<file path="config.mk">
export PLATFORM = sky130hd
export DESIGN_NAME = adc_output_data_format
export DESIGN_NICKNAME = d
export VERILOG_FILES = /design/src/include/adc_fmt_pkg.sv /design/src/hw/adc_output_data_format.sv /design/src/hw/sample_fifo.sv
export SDC_FILE = /design/constraint.sdc
export NUM_CORES = 1
export LEC_CHECK = 0
export BUFFER_PORTS_ARGS = -buffer_cell sky130_fd_sc_hd__buf_2
export CORE_AREA = 3 3 122 124
export CTS_CLUSTER_DIAMETER = 40
export DETAILED_ROUTE_END_ITERATION = 10
export DIE_AREA = 0 0 125 127
export PLACE_DENSITY = 0.68
export SYNTH_ARGS = -nofsm -noshare
export SYNTH_HDL_FRONTEND = slang
export SYNTH_SLANG_ARGS = --single-unit
</file>
<file path="constraint.sdc">
create_clock -name sys_clk -period 5.5 [get_ports sys_clk]
set_input_delay 0.275 -clock sys_clk [delete_from_list [all_inputs] [get_ports sys_clk]]
set_output_delay 0.275 -clock sys_clk [all_outputs]
set_load 0.02 [all_outputs]
</file>
<file path="src/include/adc_fmt_pkg.sv">
package adc_fmt_pkg;
  localparam int          SAMPLE_W      = 14;
  localparam int          WORD_W        = 15;
  localparam int          FIFO_DEPTH    = 8;
  localparam logic [7:0]  FMT_ADDR      = 8'h04;
  localparam logic [7:0]  FMT_RESET     = 8'h00;
  localparam int          SIGNED_BIT    = 0;
  localparam int          SCRAMBLE_BIT  = 1;
  localparam int          ALTPOL_BIT    = 2;
  localparam int          PAT_LSB       = 3;
  localparam logic [2:0]  PAT_OFF       = 3'h0;
  localparam logic [2:0]  PAT_ZERO      = 3'h1;
  localparam logic [2:0]  PAT_ONE       = 3'h3;
  localparam logic [2:0]  PAT_CHECKER   = 3'h5;
  localparam logic [2:0]  PAT_ALTERNATE = 3'h7;
  localparam logic [14:0] CHECKER_WORD  = 15'h5555;
  localparam logic [13:0] ALTPOL_MASK   = 14'h2aaa;

  typedef struct packed {
    logic                overrangeFlag;
    logic [SAMPLE_W-1:0] sampleWord;
  } out_word_t;
endpackage

</file>
<file path="src/hw/adc_output_data_format.sv">
`timescale 1ns/1ps
module adc_output_data_format (
  input  wire logic                             sys_clk,
  input  wire logic                             rst,
  input  wire logic                             cfgWrite,
  input  wire logic [7:0]                       cfgAddr,
  input  wire logic [7:0]                       cfgWdata,
  output logic      [7:0]                       cfgRdata,
  input  wire logic                             convValid,
  input  wire logic                             convOverrange,
  input  wire logic [adc_fmt_pkg::SAMPLE_W-1:0] convSample,
  output logic                                  convReady,
  output adc_fmt_pkg::out_word_t                outWord,
  output logic                                  outValid,
  input  wire logic                             outReady
);
  import adc_fmt_pkg::*;

  localparam int LEVEL_W = $clog2(FIFO_DEPTH) + 1;

  logic [7:0]          dataFormatCtrl;
  logic [2:0]          testPatternSelect;
  logic                altBitPolarityEn;
  logic                outputScrambleEn;
  logic                signedFormatSel;
  logic                phase;
  out_word_t           next_word;
  logic                fifoInReady;
  logic [WORD_W-1:0]   fifoData;
  logic                fifoValid;
  logic                fifoWrite;
  logic                fifoRead;
  logic                fifoPop;
  logic [LEVEL_W-1:0]  fifoLevel;
  logic [LEVEL_W-1:0]  next_level;

  assign testPatternSelect = dataFormatCtrl[PAT_LSB+2:PAT_LSB];
  assign altBitPolarityEn  = dataFormatCtrl[ALTPOL_BIT];
  assign outputScrambleEn  = dataFormatCtrl[SCRAMBLE_BIT];
  assign signedFormatSel   = dataFormatCtrl[SIGNED_BIT];

  // randomizer: bits 13..1 xor with bit 0, so bit 0 recovers the rest
  function automatic logic [SAMPLE_W-1:0] scramble(input logic [SAMPLE_W-1:0] w);
    scramble = w ^ {{(SAMPLE_W-1){w[0]}}, 1'b0};
  endfunction

  always_ff @(posedge sys_clk or posedge rst) begin
    if (rst) begin
      dataFormatCtrl <= FMT_RESET;
    end else if (cfgWrite && cfgAddr == FMT_ADDR) begin
      dataFormatCtrl <= cfgWdata;
    end
  end

  always_ff @(posedge sys_clk or posedge rst) begin
    if (rst) begin
      cfgRdata <= 8'h00;
    end else begin
      cfgRdata <= (cfgAddr == FMT_ADDR) ? dataFormatCtrl : 8'h00;
    end
  end

  always_comb begin
    logic [SAMPLE_W-1:0] s;
    s = convSample;
    if (signedFormatSel) begin
      s[SAMPLE_W-1] = ~s[SAMPLE_W-1];
    end
    if (outputScrambleEn) begin
      s = scramble(s);
    end
    if (altBitPolarityEn) begin
      s = s ^ ALTPOL_MASK;
    end
    next_word = '{overrangeFlag: convOverrange, sampleWord: s};
    unique case (testPatternSelect)
      PAT_OFF: next_word = next_word;
      PAT_ZERO: next_word = '0;
      PAT_ONE: next_word = '1;
      PAT_CHECKER: next_word = phase ? ~CHECKER_WORD : CHECKER_WORD;
      PAT_ALTERNATE: next_word = phase ? '1 : '0;
      default: next_word = next_word;
    endcase
  end

  // pattern phase advances once per accepted sample
  always_ff @(posedge sys_clk or posedge rst) begin
    if (rst) begin
      phase <= 1'b0;
    end else if (fifoWrite) begin
      phase <= ~phase;
    end
  end

  assign fifoWrite  = convValid && convReady;
  assign fifoPop    = outReady || !outValid;
  assign fifoRead   = fifoValid && fifoPop;
  assign next_level = LEVEL_W'(fifoLevel + fifoWrite - fifoRead);

  // ready is a flop fed by the predicted queue level, so it tracks the queue's own full flag
  always_ff @(posedge sys_clk or posedge rst) begin
    if (rst) begin
      fifoLevel <= '0;
      convReady <= 1'b0;
    end else begin
      fifoLevel <= next_level;
      convReady <= (next_level != LEVEL_W'(FIFO_DEPTH));
    end
  end

  sample_fifo #(
    .WIDTH (WORD_W),
    .DEPTH (FIFO_DEPTH)
  ) u_fifo (
    .sys_clk  (sys_clk),
    .rst      (rst),
    .inData   (next_word),
    .inValid  (fifoWrite),
    .inReady  (fifoInReady),
    .outData  (fifoData),
    .outValid (fifoValid),
    .outReady (fifoPop)
  );

  always_ff @(posedge sys_clk or posedge rst) begin
    if (rst) begin
      outWord  <= '0;
      outValid <= 1'b0;
    end else if (fifoPop) begin
      outWord  <= fifoData;
      outValid <= fifoValid;
    end
  end

  // all-low pattern enters queue as zero
  pat_zero_a : assert property (@(posedge sys_clk) disable iff (rst)
    testPatternSelect == PAT_ZERO |-> next_word == '0) else $error("all-low pattern wrong");

  pat_one_a : assert property (@(posedge sys_clk) disable iff (rst)
    testPatternSelect == PAT_ONE |-> next_word == '1) else $error("all-high pattern wrong");

  checker_alt_a : assert property (@(posedge sys_clk) disable iff (rst)
    (testPatternSelect == PAT_CHECKER && fifoWrite) ##1 testPatternSelect == PAT_CHECKER
    |-> next_word == ~$past(next_word)) else $error("checkerboard did not alternate");

  checker_word_a : assert property (@(posedge sys_clk) disable iff (rst)
    testPatternSelect == PAT_CHECKER |-> (next_word == CHECKER_WORD || next_word == ~CHECKER_WORD))
    else $error("checkerboard word wrong");

  alt_pattern_a : assert property (@(posedge sys_clk) disable iff (rst)
    testPatternSelect == PAT_ALTERNATE |-> (next_word == '0 || next_word == '1))
    else $error("alternating pattern wrong");

  alt_toggle_a : assert property (@(posedge sys_clk) disable iff (rst)
    (testPatternSelect == PAT_ALTERNATE && fifoWrite) ##1 testPatternSelect == PAT_ALTERNATE
    |-> next_word == ~$past(next_word)) else $error("alternating pattern did not toggle");

  normal_pass_a : assert property (@(posedge sys_clk) disable iff (rst)
    testPatternSelect == PAT_OFF && dataFormatCtrl[2:0] == 3'h0
    |-> next_word == {convOverrange, convSample}) else $error("normal data altered");

  // overflow flag passes in every format while testPatternSelect is PAT_OFF
  ovf_pass_a : assert property (@(posedge sys_clk) disable iff (rst)
    testPatternSelect == PAT_OFF |-> next_word.overrangeFlag == convOverrange)
    else $error("overflow flag altered");

  alt_polarity_a : assert property (@(posedge sys_clk) disable iff (rst)
    testPatternSelect == PAT_OFF && dataFormatCtrl[2:0] == 3'h4
    |-> next_word.sampleWord == (convSample ^ ALTPOL_MASK)) else $error("polarity mode wrong");

  scramble_on_a : assert property (@(posedge sys_clk) disable iff (rst)
    testPatternSelect == PAT_OFF && dataFormatCtrl[2:0] == 3'h2
    |-> next_word.sampleWord[0] == convSample[0]
    && (next_word.sampleWord[SAMPLE_W-1:1] ^ convSample[SAMPLE_W-1:1]) == {(SAMPLE_W-1){convSample[0]}})
    else $error("randomizer wrong");

  signed_fmt_a : assert property (@(posedge sys_clk) disable iff (rst)
    testPatternSelect == PAT_OFF && dataFormatCtrl[2:0] == 3'h1
    |-> next_word.sampleWord == {~convSample[SAMPLE_W-1], convSample[SAMPLE_W-2:0]}) else $error("format bit wrong");

  pattern_raw_a : assert property (@(posedge sys_clk) disable iff (rst)
    testPatternSelect == PAT_ONE && dataFormatCtrl[2:0] != 3'h0 |-> next_word == '1)
    else $error("pattern was processed");

  // registered ready never offers space the queue lacks
  ready_match_a : assert property (@(posedge sys_clk) disable iff (rst)
    convReady |-> fifoInReady) else $error("ready ahead of queue");

  // predicted level stays within depth
  level_bound_a : assert property (@(posedge sys_clk) disable iff (rst)
    fifoLevel <= LEVEL_W'(FIFO_DEPTH)) else $error("queue level above depth");

  // a stalled output word stands until taken
  out_hold_a : assert property (@(posedge sys_clk) disable iff (rst)
    outValid && !outReady |=> outValid && $stable(outWord)) else $error("stalled word changed");

  // pattern phase steps once per accepted sample
  phase_step_a : assert property (@(posedge sys_clk) disable iff (rst)
    fifoWrite |=> phase != $past(phase)) else $error("phase did not step");
  phase_hold_a : assert property (@(posedge sys_clk) disable iff (rst)
    !fifoWrite |=> $stable(phase)) else $error("phase moved without sample");

  // writes elsewhere leave the format register alone
  other_addr_a : assert property (@(posedge sys_clk) disable iff (rst)
    !(cfgWrite && cfgAddr == FMT_ADDR) |=> $stable(dataFormatCtrl)) else $error("format register changed");
endmodule

</file>
<file path="src/hw/sample_fifo.sv">
`timescale 1ns/1ps
module sample_fifo #(
  parameter int WIDTH = 15,
  parameter int DEPTH = 8
) (
  input  wire logic             sys_clk,
  input  wire logic             rst,
  input  wire logic [WIDTH-1:0] inData,
  input  wire logic             inValid,
  output logic                  inReady,
  output logic      [WIDTH-1:0] outData,
  output logic                  outValid,
  input  wire logic             outReady
);
  localparam int AW = $clog2(DEPTH);
  logic [WIDTH-1:0] mem [DEPTH];
  logic [AW-1:0]    wrPtr;
  logic [AW-1:0]    rdPtr;
  logic [AW:0]      count;
  logic             doWrite;
  logic             doRead;

  assign inReady = (count != (AW+1)'(DEPTH));
  assign outValid = (count != '0);
  assign outData = mem[rdPtr];
  assign doWrite = inValid && inReady;
  assign doRead = outValid && outReady;

  always_ff @(posedge sys_clk) begin
    if (doWrite) begin
      mem[wrPtr] <= inData;
    end
  end

  always_ff @(posedge sys_clk or posedge rst) begin
    if (rst) begin
      wrPtr <= '0;
      rdPtr <= '0;
      count <= '0;
    end else begin
      if (doWrite) begin
        wrPtr <= AW'(wrPtr + 1'b1);
      end
      if (doRead) begin
        rdPtr <= AW'(rdPtr + 1'b1);
      end
      count <= (AW+1)'(count + doWrite - doRead);
    end
  end

  fifo_bound_a : assert property (@(posedge sys_clk) disable iff (rst) count <= (AW+1)'(DEPTH))
    else $error("fifo count above depth");
endmodule

</file>
==> metrics.txt, run 1 <==
Buffers on Ports 60; GRT Util Overall 0.1824; drt via density 5.348; Synth Area per Inst 15.33 sq um; wire length per cell roughly 19 microns; post-route ant nets 0; 1st-pass router iterations 5; Worst Path Max Fanout 36; area share of fa/ha/maj cells after synthesis 0.02388; Final setup viols 0; # IOs 61; Routed WL about 14000 microns; status completed; Clock Root Buffer clkbuf_16; hpwl dp 8912 microns; max-cap check violation count 0; CTS sink cnt 168; smallest hold slack 0.01588 ns; Post-CTS Hold Buffers 0; slew margin rel. 0.1072; gpl congestion 0.7403; crit path kind reg -> reg; die area between 15000 and 20000 sq um; CTS tree done; P per Cell Area approximately 520 nW/um^2; # diodes 0; Synthesis Warnings 0; Synthesized Nets roughly 500; RSZ-0062 raised after global routing false; CP Data Arrival Time approximately 2.8 ns; first-pass GRT wire length 21650 microns; Post-synth ARST share 0.2857; fin cells just over 700; initial core utilization 0.4982; Synth cell types 32; reg-to-reg slack, setup 3.04 ns; Chip Height 127 microns; CP endpoint kind flop; Max Root-Sink Buffers 2; fmax between 400 and 500 MHz; total vias in the final route 3829; clk_lat worst skew roughly 0.43 ns; Hold Path Class in -> async; main combinational cell family by area after synthesis multiplexers; post-route minimum period 2.457 ns; mux contribution to synthesized area 0.1091; largest net degree at the start of global routing between 40 and 50; Row Count 43; commonest non-fill, non-tap cell in the layout edfxtp_1; grt total ovfl 0; Layout Skew between 0.008 and 0.009 ns; Synth Register Bits 168; vias in the first global route just under 4000; Reg clk slew, reported paths 0.06 ns; Max VDD drop 0.2849 mV; Critical Path RT approximately 5.8 ns; Compound-Gate Fraction of Synth Area 0.04903; DR iter-0 viols 298; sequential area share after synthesis 0.6948; initial antenna violation count 0; CTS H-tree lvls 4; drt drc 0; Final nets 571; Post-synth top flop edfxtp_1; CORE AREA 13880 sq um; layout cell share with drive strength beyond 1 0.2369; post_cts resized 0; Post-synth EDFFs between 100 and 150; xor/xnor share of the synthesized area 0.03691; Fillers 1079; P_leak 3.278 nW; Pwr Total 4.162 mW; Final Max Tran Viols 0; placed insts 683; Critical Path Source Type flop; Mapped Area ~7000 sq um; die width ~130 microns; Area growth syn-to-layout 16.12%; most frequent cells in the layout edfxtp_1, mux2i_1, buf_2; simple-gate area share of the yosys netlist 0.06513; Post-Syn Instances around 450; setup_tns 0 ns; final hold violations 0; FF+latch area 4806 sq um; area of the multi-input gates 1974 sq um; Final period util 0.4467; # Post-CTS Setup Buffers 0; Worst Max-Slew Pin Slew 1.337 ns; Num CTS Buffers 17
-- synthesized netlist by cell type, drive strengths merged (3+ instances only) --
library cell    n  area (sq um)
a21oi           4         23.77
a22oi          30         225.2
and2            9         66.32
buf            11         71.32
clkbuf          8         30.03
dfrtp          48          1201
edfxtp        120          3603
ha             10         125.1
inv            12         45.04
mux2           11         153.9
mux2i          60         600.6
nand2          42         176.4
nand2b          7         43.79
nand3          16         80.08
nor2            9         33.78
nor2b           3         18.77
nor3            3         15.01
o21ai          15         75.07
xnor2           9         78.83
xor2           18         176.4
-- metrics by stage --
stage / setup slack (ns) / utilization / instance area (sq um)
2_1_floorplan: 2.935 / - / 6915
3_3_place_gp: 2.911 / 0.5355 / 7433
3_5_place_dp: 2.816 / 0.5355 / 7433
4_1_cts: 2.807 / 0.5780 / 8023
5_1_grt: 2.897 / 0.5785 / 8030
6_report: 3.043 / 0.5785 / 8030
-- routing by layer --
metal	track usage	wire (microns)
met3	0.04222	822
met5	0	0
met1	0.2487	6011
met2	0.2885	6606
met4	0.07079	219
-- worst max-delay path: stages (launching register included) --
cell,delay [ns]
dfrtp_2,1.07
buf_4,0.58
mux2i_1,0.30
a22oi_1,0.11
nand3_1,0.18
nand2_1,0.07
-- cells by family (layout without fill, tap and decap cells) --
kind of cell / after synthesis / in the layout
DFF: 168 / 168
AOI/OAI and AO/OA: 51 / 51
and+or+nand+nor: 91 / 91
xor gates and xnor gates: 27 / 27
buffers and inverters: 31 / 116
adders and majority gates: 12 / 12
muxes: 71 / 71
-- flip-flops by register name (all words and copies together), names as in the netlist, 3 cells and up --
name,flops
cfgRdata,8
dataFormatCtrl,8
fifoLevel,4
outWord,15
u_fifo.count,4
u_fifo.mem,120
u_fifo.rdPtr,3
u_fifo.wrPtr,3
-- worst paths after layout --
kind,start,to,cells past startpoint
max,u_fifo.rdPtr[0],outWord[11],5
min,rst,dataFormatCtrl[7],3
max reg2reg,u_fifo.rdPtr[0],outWord[11],5
min reg2reg,outWord[9],outWord[9],2
max in group asynchronous,rst,u_fifo.rdPtr[0],3
min in group sys_clk,cfgWdata[6],dataFormatCtrl[6],2
-- area by class of cell --
type / instances / area share
inverter: 12 / 0.005609
sequential: 168 / 0.5985
timing repair buffer: 72 / 0.04861
clock inverter: 12 / 0.01901
multi-input combinational: 252 / 0.2459
tap: 180 / 0.02805
clock buffer: 20 / 0.05438
-- report_power, final --
| group | switching [mW] | total, mW | internal, mW |
|---|---|---|---|
| sequential | 0.178 | 1.82 | 1.64 |
| combinational | 0.680 | 1.16 | 0.480 |
| clock | 0.470 | 1.18 | 0.713 |
| total | 1.33 | 4.16 | 2.83 |
No activity file was read; power rests on OpenSTA's default activity.
==> run 2: changes to the inputs <==
--- a/config.mk
+++ b/config.mk
@@ -10,7 +10,7 @@
 export CTS_CLUSTER_DIAMETER = 40
 export DETAILED_ROUTE_END_ITERATION = 10
 export DIE_AREA = 0 0 125 127
-export PLACE_DENSITY = 0.68
+export PLACE_DENSITY = 0.71
 export SYNTH_ARGS = -nofsm -noshare
 export SYNTH_HDL_FRONTEND = slang
 export SYNTH_SLANG_ARGS = --single-unit
==> constraint.sdc (replaced) <==
create_clock -name sys_clk -period 2.25 [get_ports sys_clk]
set_input_delay 0.1125 -clock sys_clk [delete_from_list [all_inputs] [get_ports sys_clk]]
set_output_delay 0.1125 -clock sys_clk [all_outputs]
set_load 0.02 [all_outputs]
==> run 2 against run 1 <==
  * Critical path depth up 3
  * Register-to-register slack worse by 2.8 ns
  * Sequential power up 140%
  * Hold slack better by 0.027 ns
  * Largest power group unchanged
  * Clock power rose to 2.6 times the previous value
  * Clock skew up 0.0034 ns
  * Critical endpoint is now convReady
  * Routed wire length up 3.8%
  * Setup slack worse by 2.8 ns
==> metrics.txt, run 2 (synthesized netlist as in run 1, its figures left out) <==
CP Data Arrival Time 2.33 ns (-0.44 ns); initial core utilization 0.4982 (unchanged); final hold violations 0 (unchanged); slew margin rel. 0.4159 (+0.3088); Worst path slowest cell dfrtp_1; Layout Skew 0.01203 ns (+0.003400 ns); Routed WL 14180 microns (+3.8%); Clock Root Buffer clkbuf_16; gpl congestion 0.7281 (-1.6%); drt drc 0 (unchanged); Critical R2R Launch u_fifo.count[1]; Critical Path Source Type flop; fmax 491.5 MHz (+21%); reg-to-reg slack, setup 0.22 ns (-2.83 ns); max reg flops 120 (unchanged); Final WS setup 0.2156 ns (-2.828 ns); Final nets 592 (+3.7%); max-cap check violation count 0 (unchanged); Layout Utilization 0.5970 (+0.01848); RSZ-0062 raised after global routing false; Most common cell on crit path xor2_1; initial antenna violation count 0 (unchanged); CORE AREA 13880 sq um (unchanged); Buffers on Ports 60 (unchanged); Critical Path RT 2.55 ns (-3.26 ns); Hold Startpoint convValid; Fillers 1039 (-3.7%); # Post-CTS Setup Buffers 0 (unchanged); post-route ant nets 0 (unchanged); Post-CTS Hold Buffers 9 (+9); Finished Cell Area 8287 sq um (+3.2%); GRT Util Overall 0.1849 (+0.002415); Pwr Total 10.46 mW (+150%); Biggest register u_fifo.mem; Hold Path Class in -> reg; P per Cell Area 1262 nW/um^2 (+140%); smallest hold slack 0.04316 ns (+0.02729 ns); Max Root-Sink Buffers 2 (unchanged); # IOs 61 (unchanged); Worst Path Max Fanout 4 (-89%); Max VDD drop 0.5200 mV (+83%); 1st-pass router iterations 4 (-1); start point of the critical path u_fifo.count[1]; FF+latch area 4806 sq um (unchanged); Num CTS Buffers 17 (unchanged); total vias in the final route 3931 (+2.7%); Reg clk slew, reported paths 0.07 ns (about the same); die width 125 microns (unchanged); pre-CTS WS 0.2143 ns (-2.602 ns); area of the multi-input gates 1974 sq um (unchanged); Row Count 43 (unchanged); die area 15880 sq um (unchanged); grt total ovfl 0 (unchanged); P_leak 3.419 nW (+4.3%); vias in the first global route 4191 (+5.7%); largest registers u_fifo.mem: 120 flops, outWord: 15 flops; fin cells 737 (+2.9%); Final period util 0.9042 (+0.4575); setup_tns 0 ns (unchanged); DR iter-0 viols 304 (+2.0%); first-pass GRT wire length 22160 microns (+2.3%); CTS H-tree lvls 4 (unchanged); post_cts resized 0 (unchanged); Worst Max-Slew Pin Slew 0.8669 ns (-0.4696 ns); post-route minimum period 2.034 ns (-0.4222 ns); status completed; Chip Height 127 microns (unchanged); hpwl dp 8776 microns (-1.5%); # diodes 0 (unchanged); DP Area 7581 sq um (+2.0%); Area growth syn-to-layout 19.83%; placed insts 696 (+1.9%); CP peak stage delay 0.43 ns (-0.64 ns); drt via density 5.334 (-0.26%); Final setup viols 0 (unchanged); CP endpoint kind flop; wire length per cell 19.24 microns (+0.86%); layout cell share with drive strength beyond 1 0.2549 (+0.01800); crit path kind reg -> reg; largest net degree at the start of global routing 35 (-29%); delay-heaviest family, CP adder cells; most frequent cells in the layout edfxtp_1, mux2i_1, buf_2; critical path cell sequence nor2_1 -> a21oi_2 -> xor2_1 -> ha_1 -> fa_1 -> xor2_1 -> nor3_1 -> nand2_1; Final Max Tran Viols 0 (unchanged); CTS sink cnt 168 (unchanged); CTS tree done; Buf/Inv on CP 0 (-1); clk_lat worst skew 0.42 ns (about the same); commonest non-fill, non-tap cell in the layout edfxtp_1
==> run 2: cell types whose count changed in the layout (fill, tap and decap cells not counted), sizes merged <==
| cell | previous run | this run |
|---|---|---|
| dlygate4sd3 | 0 | 9 |
| buf | 72 | 84 |
| clkbuf | 20 | 18 |
| clkinv | 5 | 4 |
| clkinvlp | 3 | 0 |
| inv | 13 | 19 |
==> run 2: path summary, 6_finish.rpt <==
path | end | depth (start not counted)
worst max-delay path | convReady | 8
worst min-delay path | phase | 3
worst max register to register | convReady | 8
worst min register to register | outWord[10] | 2
max in group asynchronous | outWord[12] | 4
min in group asynchronous | fifoLevel[0] | 3
==> run 2: worst reg2reg max path, cell delays in order (launching register included) <==
cell and delay (ns):
dfrtp_1 0.43, nor2_1 0.23, a21oi_2 0.10, xor2_1 0.15, ha_1 0.21, fa_1 0.39
xor2_1 0.19, nor3_1 0.14, nand2_1 0.07
==> run 2: power breakdown <==
part | switching (mW) | internal (mW)
logic | 1.81 | 1.30
clock network | 1.23 | 1.78
registers | 0.331 | 4.01
total | 3.37 | 7.09
==> run 2: routing by layer <==
metal / GRT usage / up-vias / part of all wire
met2: 0.3157 / 136 / 0.51
met1: 0.2292 / 1929 / 0.40
met5: 0 / - / 0
met3: 0.04808 / 23 / 0.067
li1: - / 1843 / -
met4: 0.06824 / 0 / 0.020
==> run 2: cell type report <==
class	instances	share of cell area
clock buffer	18	0.05179
clock inverter	14	0.02250
inverter	12	0.005436
multi-input combinational	252	0.2383
sequential	168	0.5799
tap	180	0.02718
timing repair buffer	93	0.07489
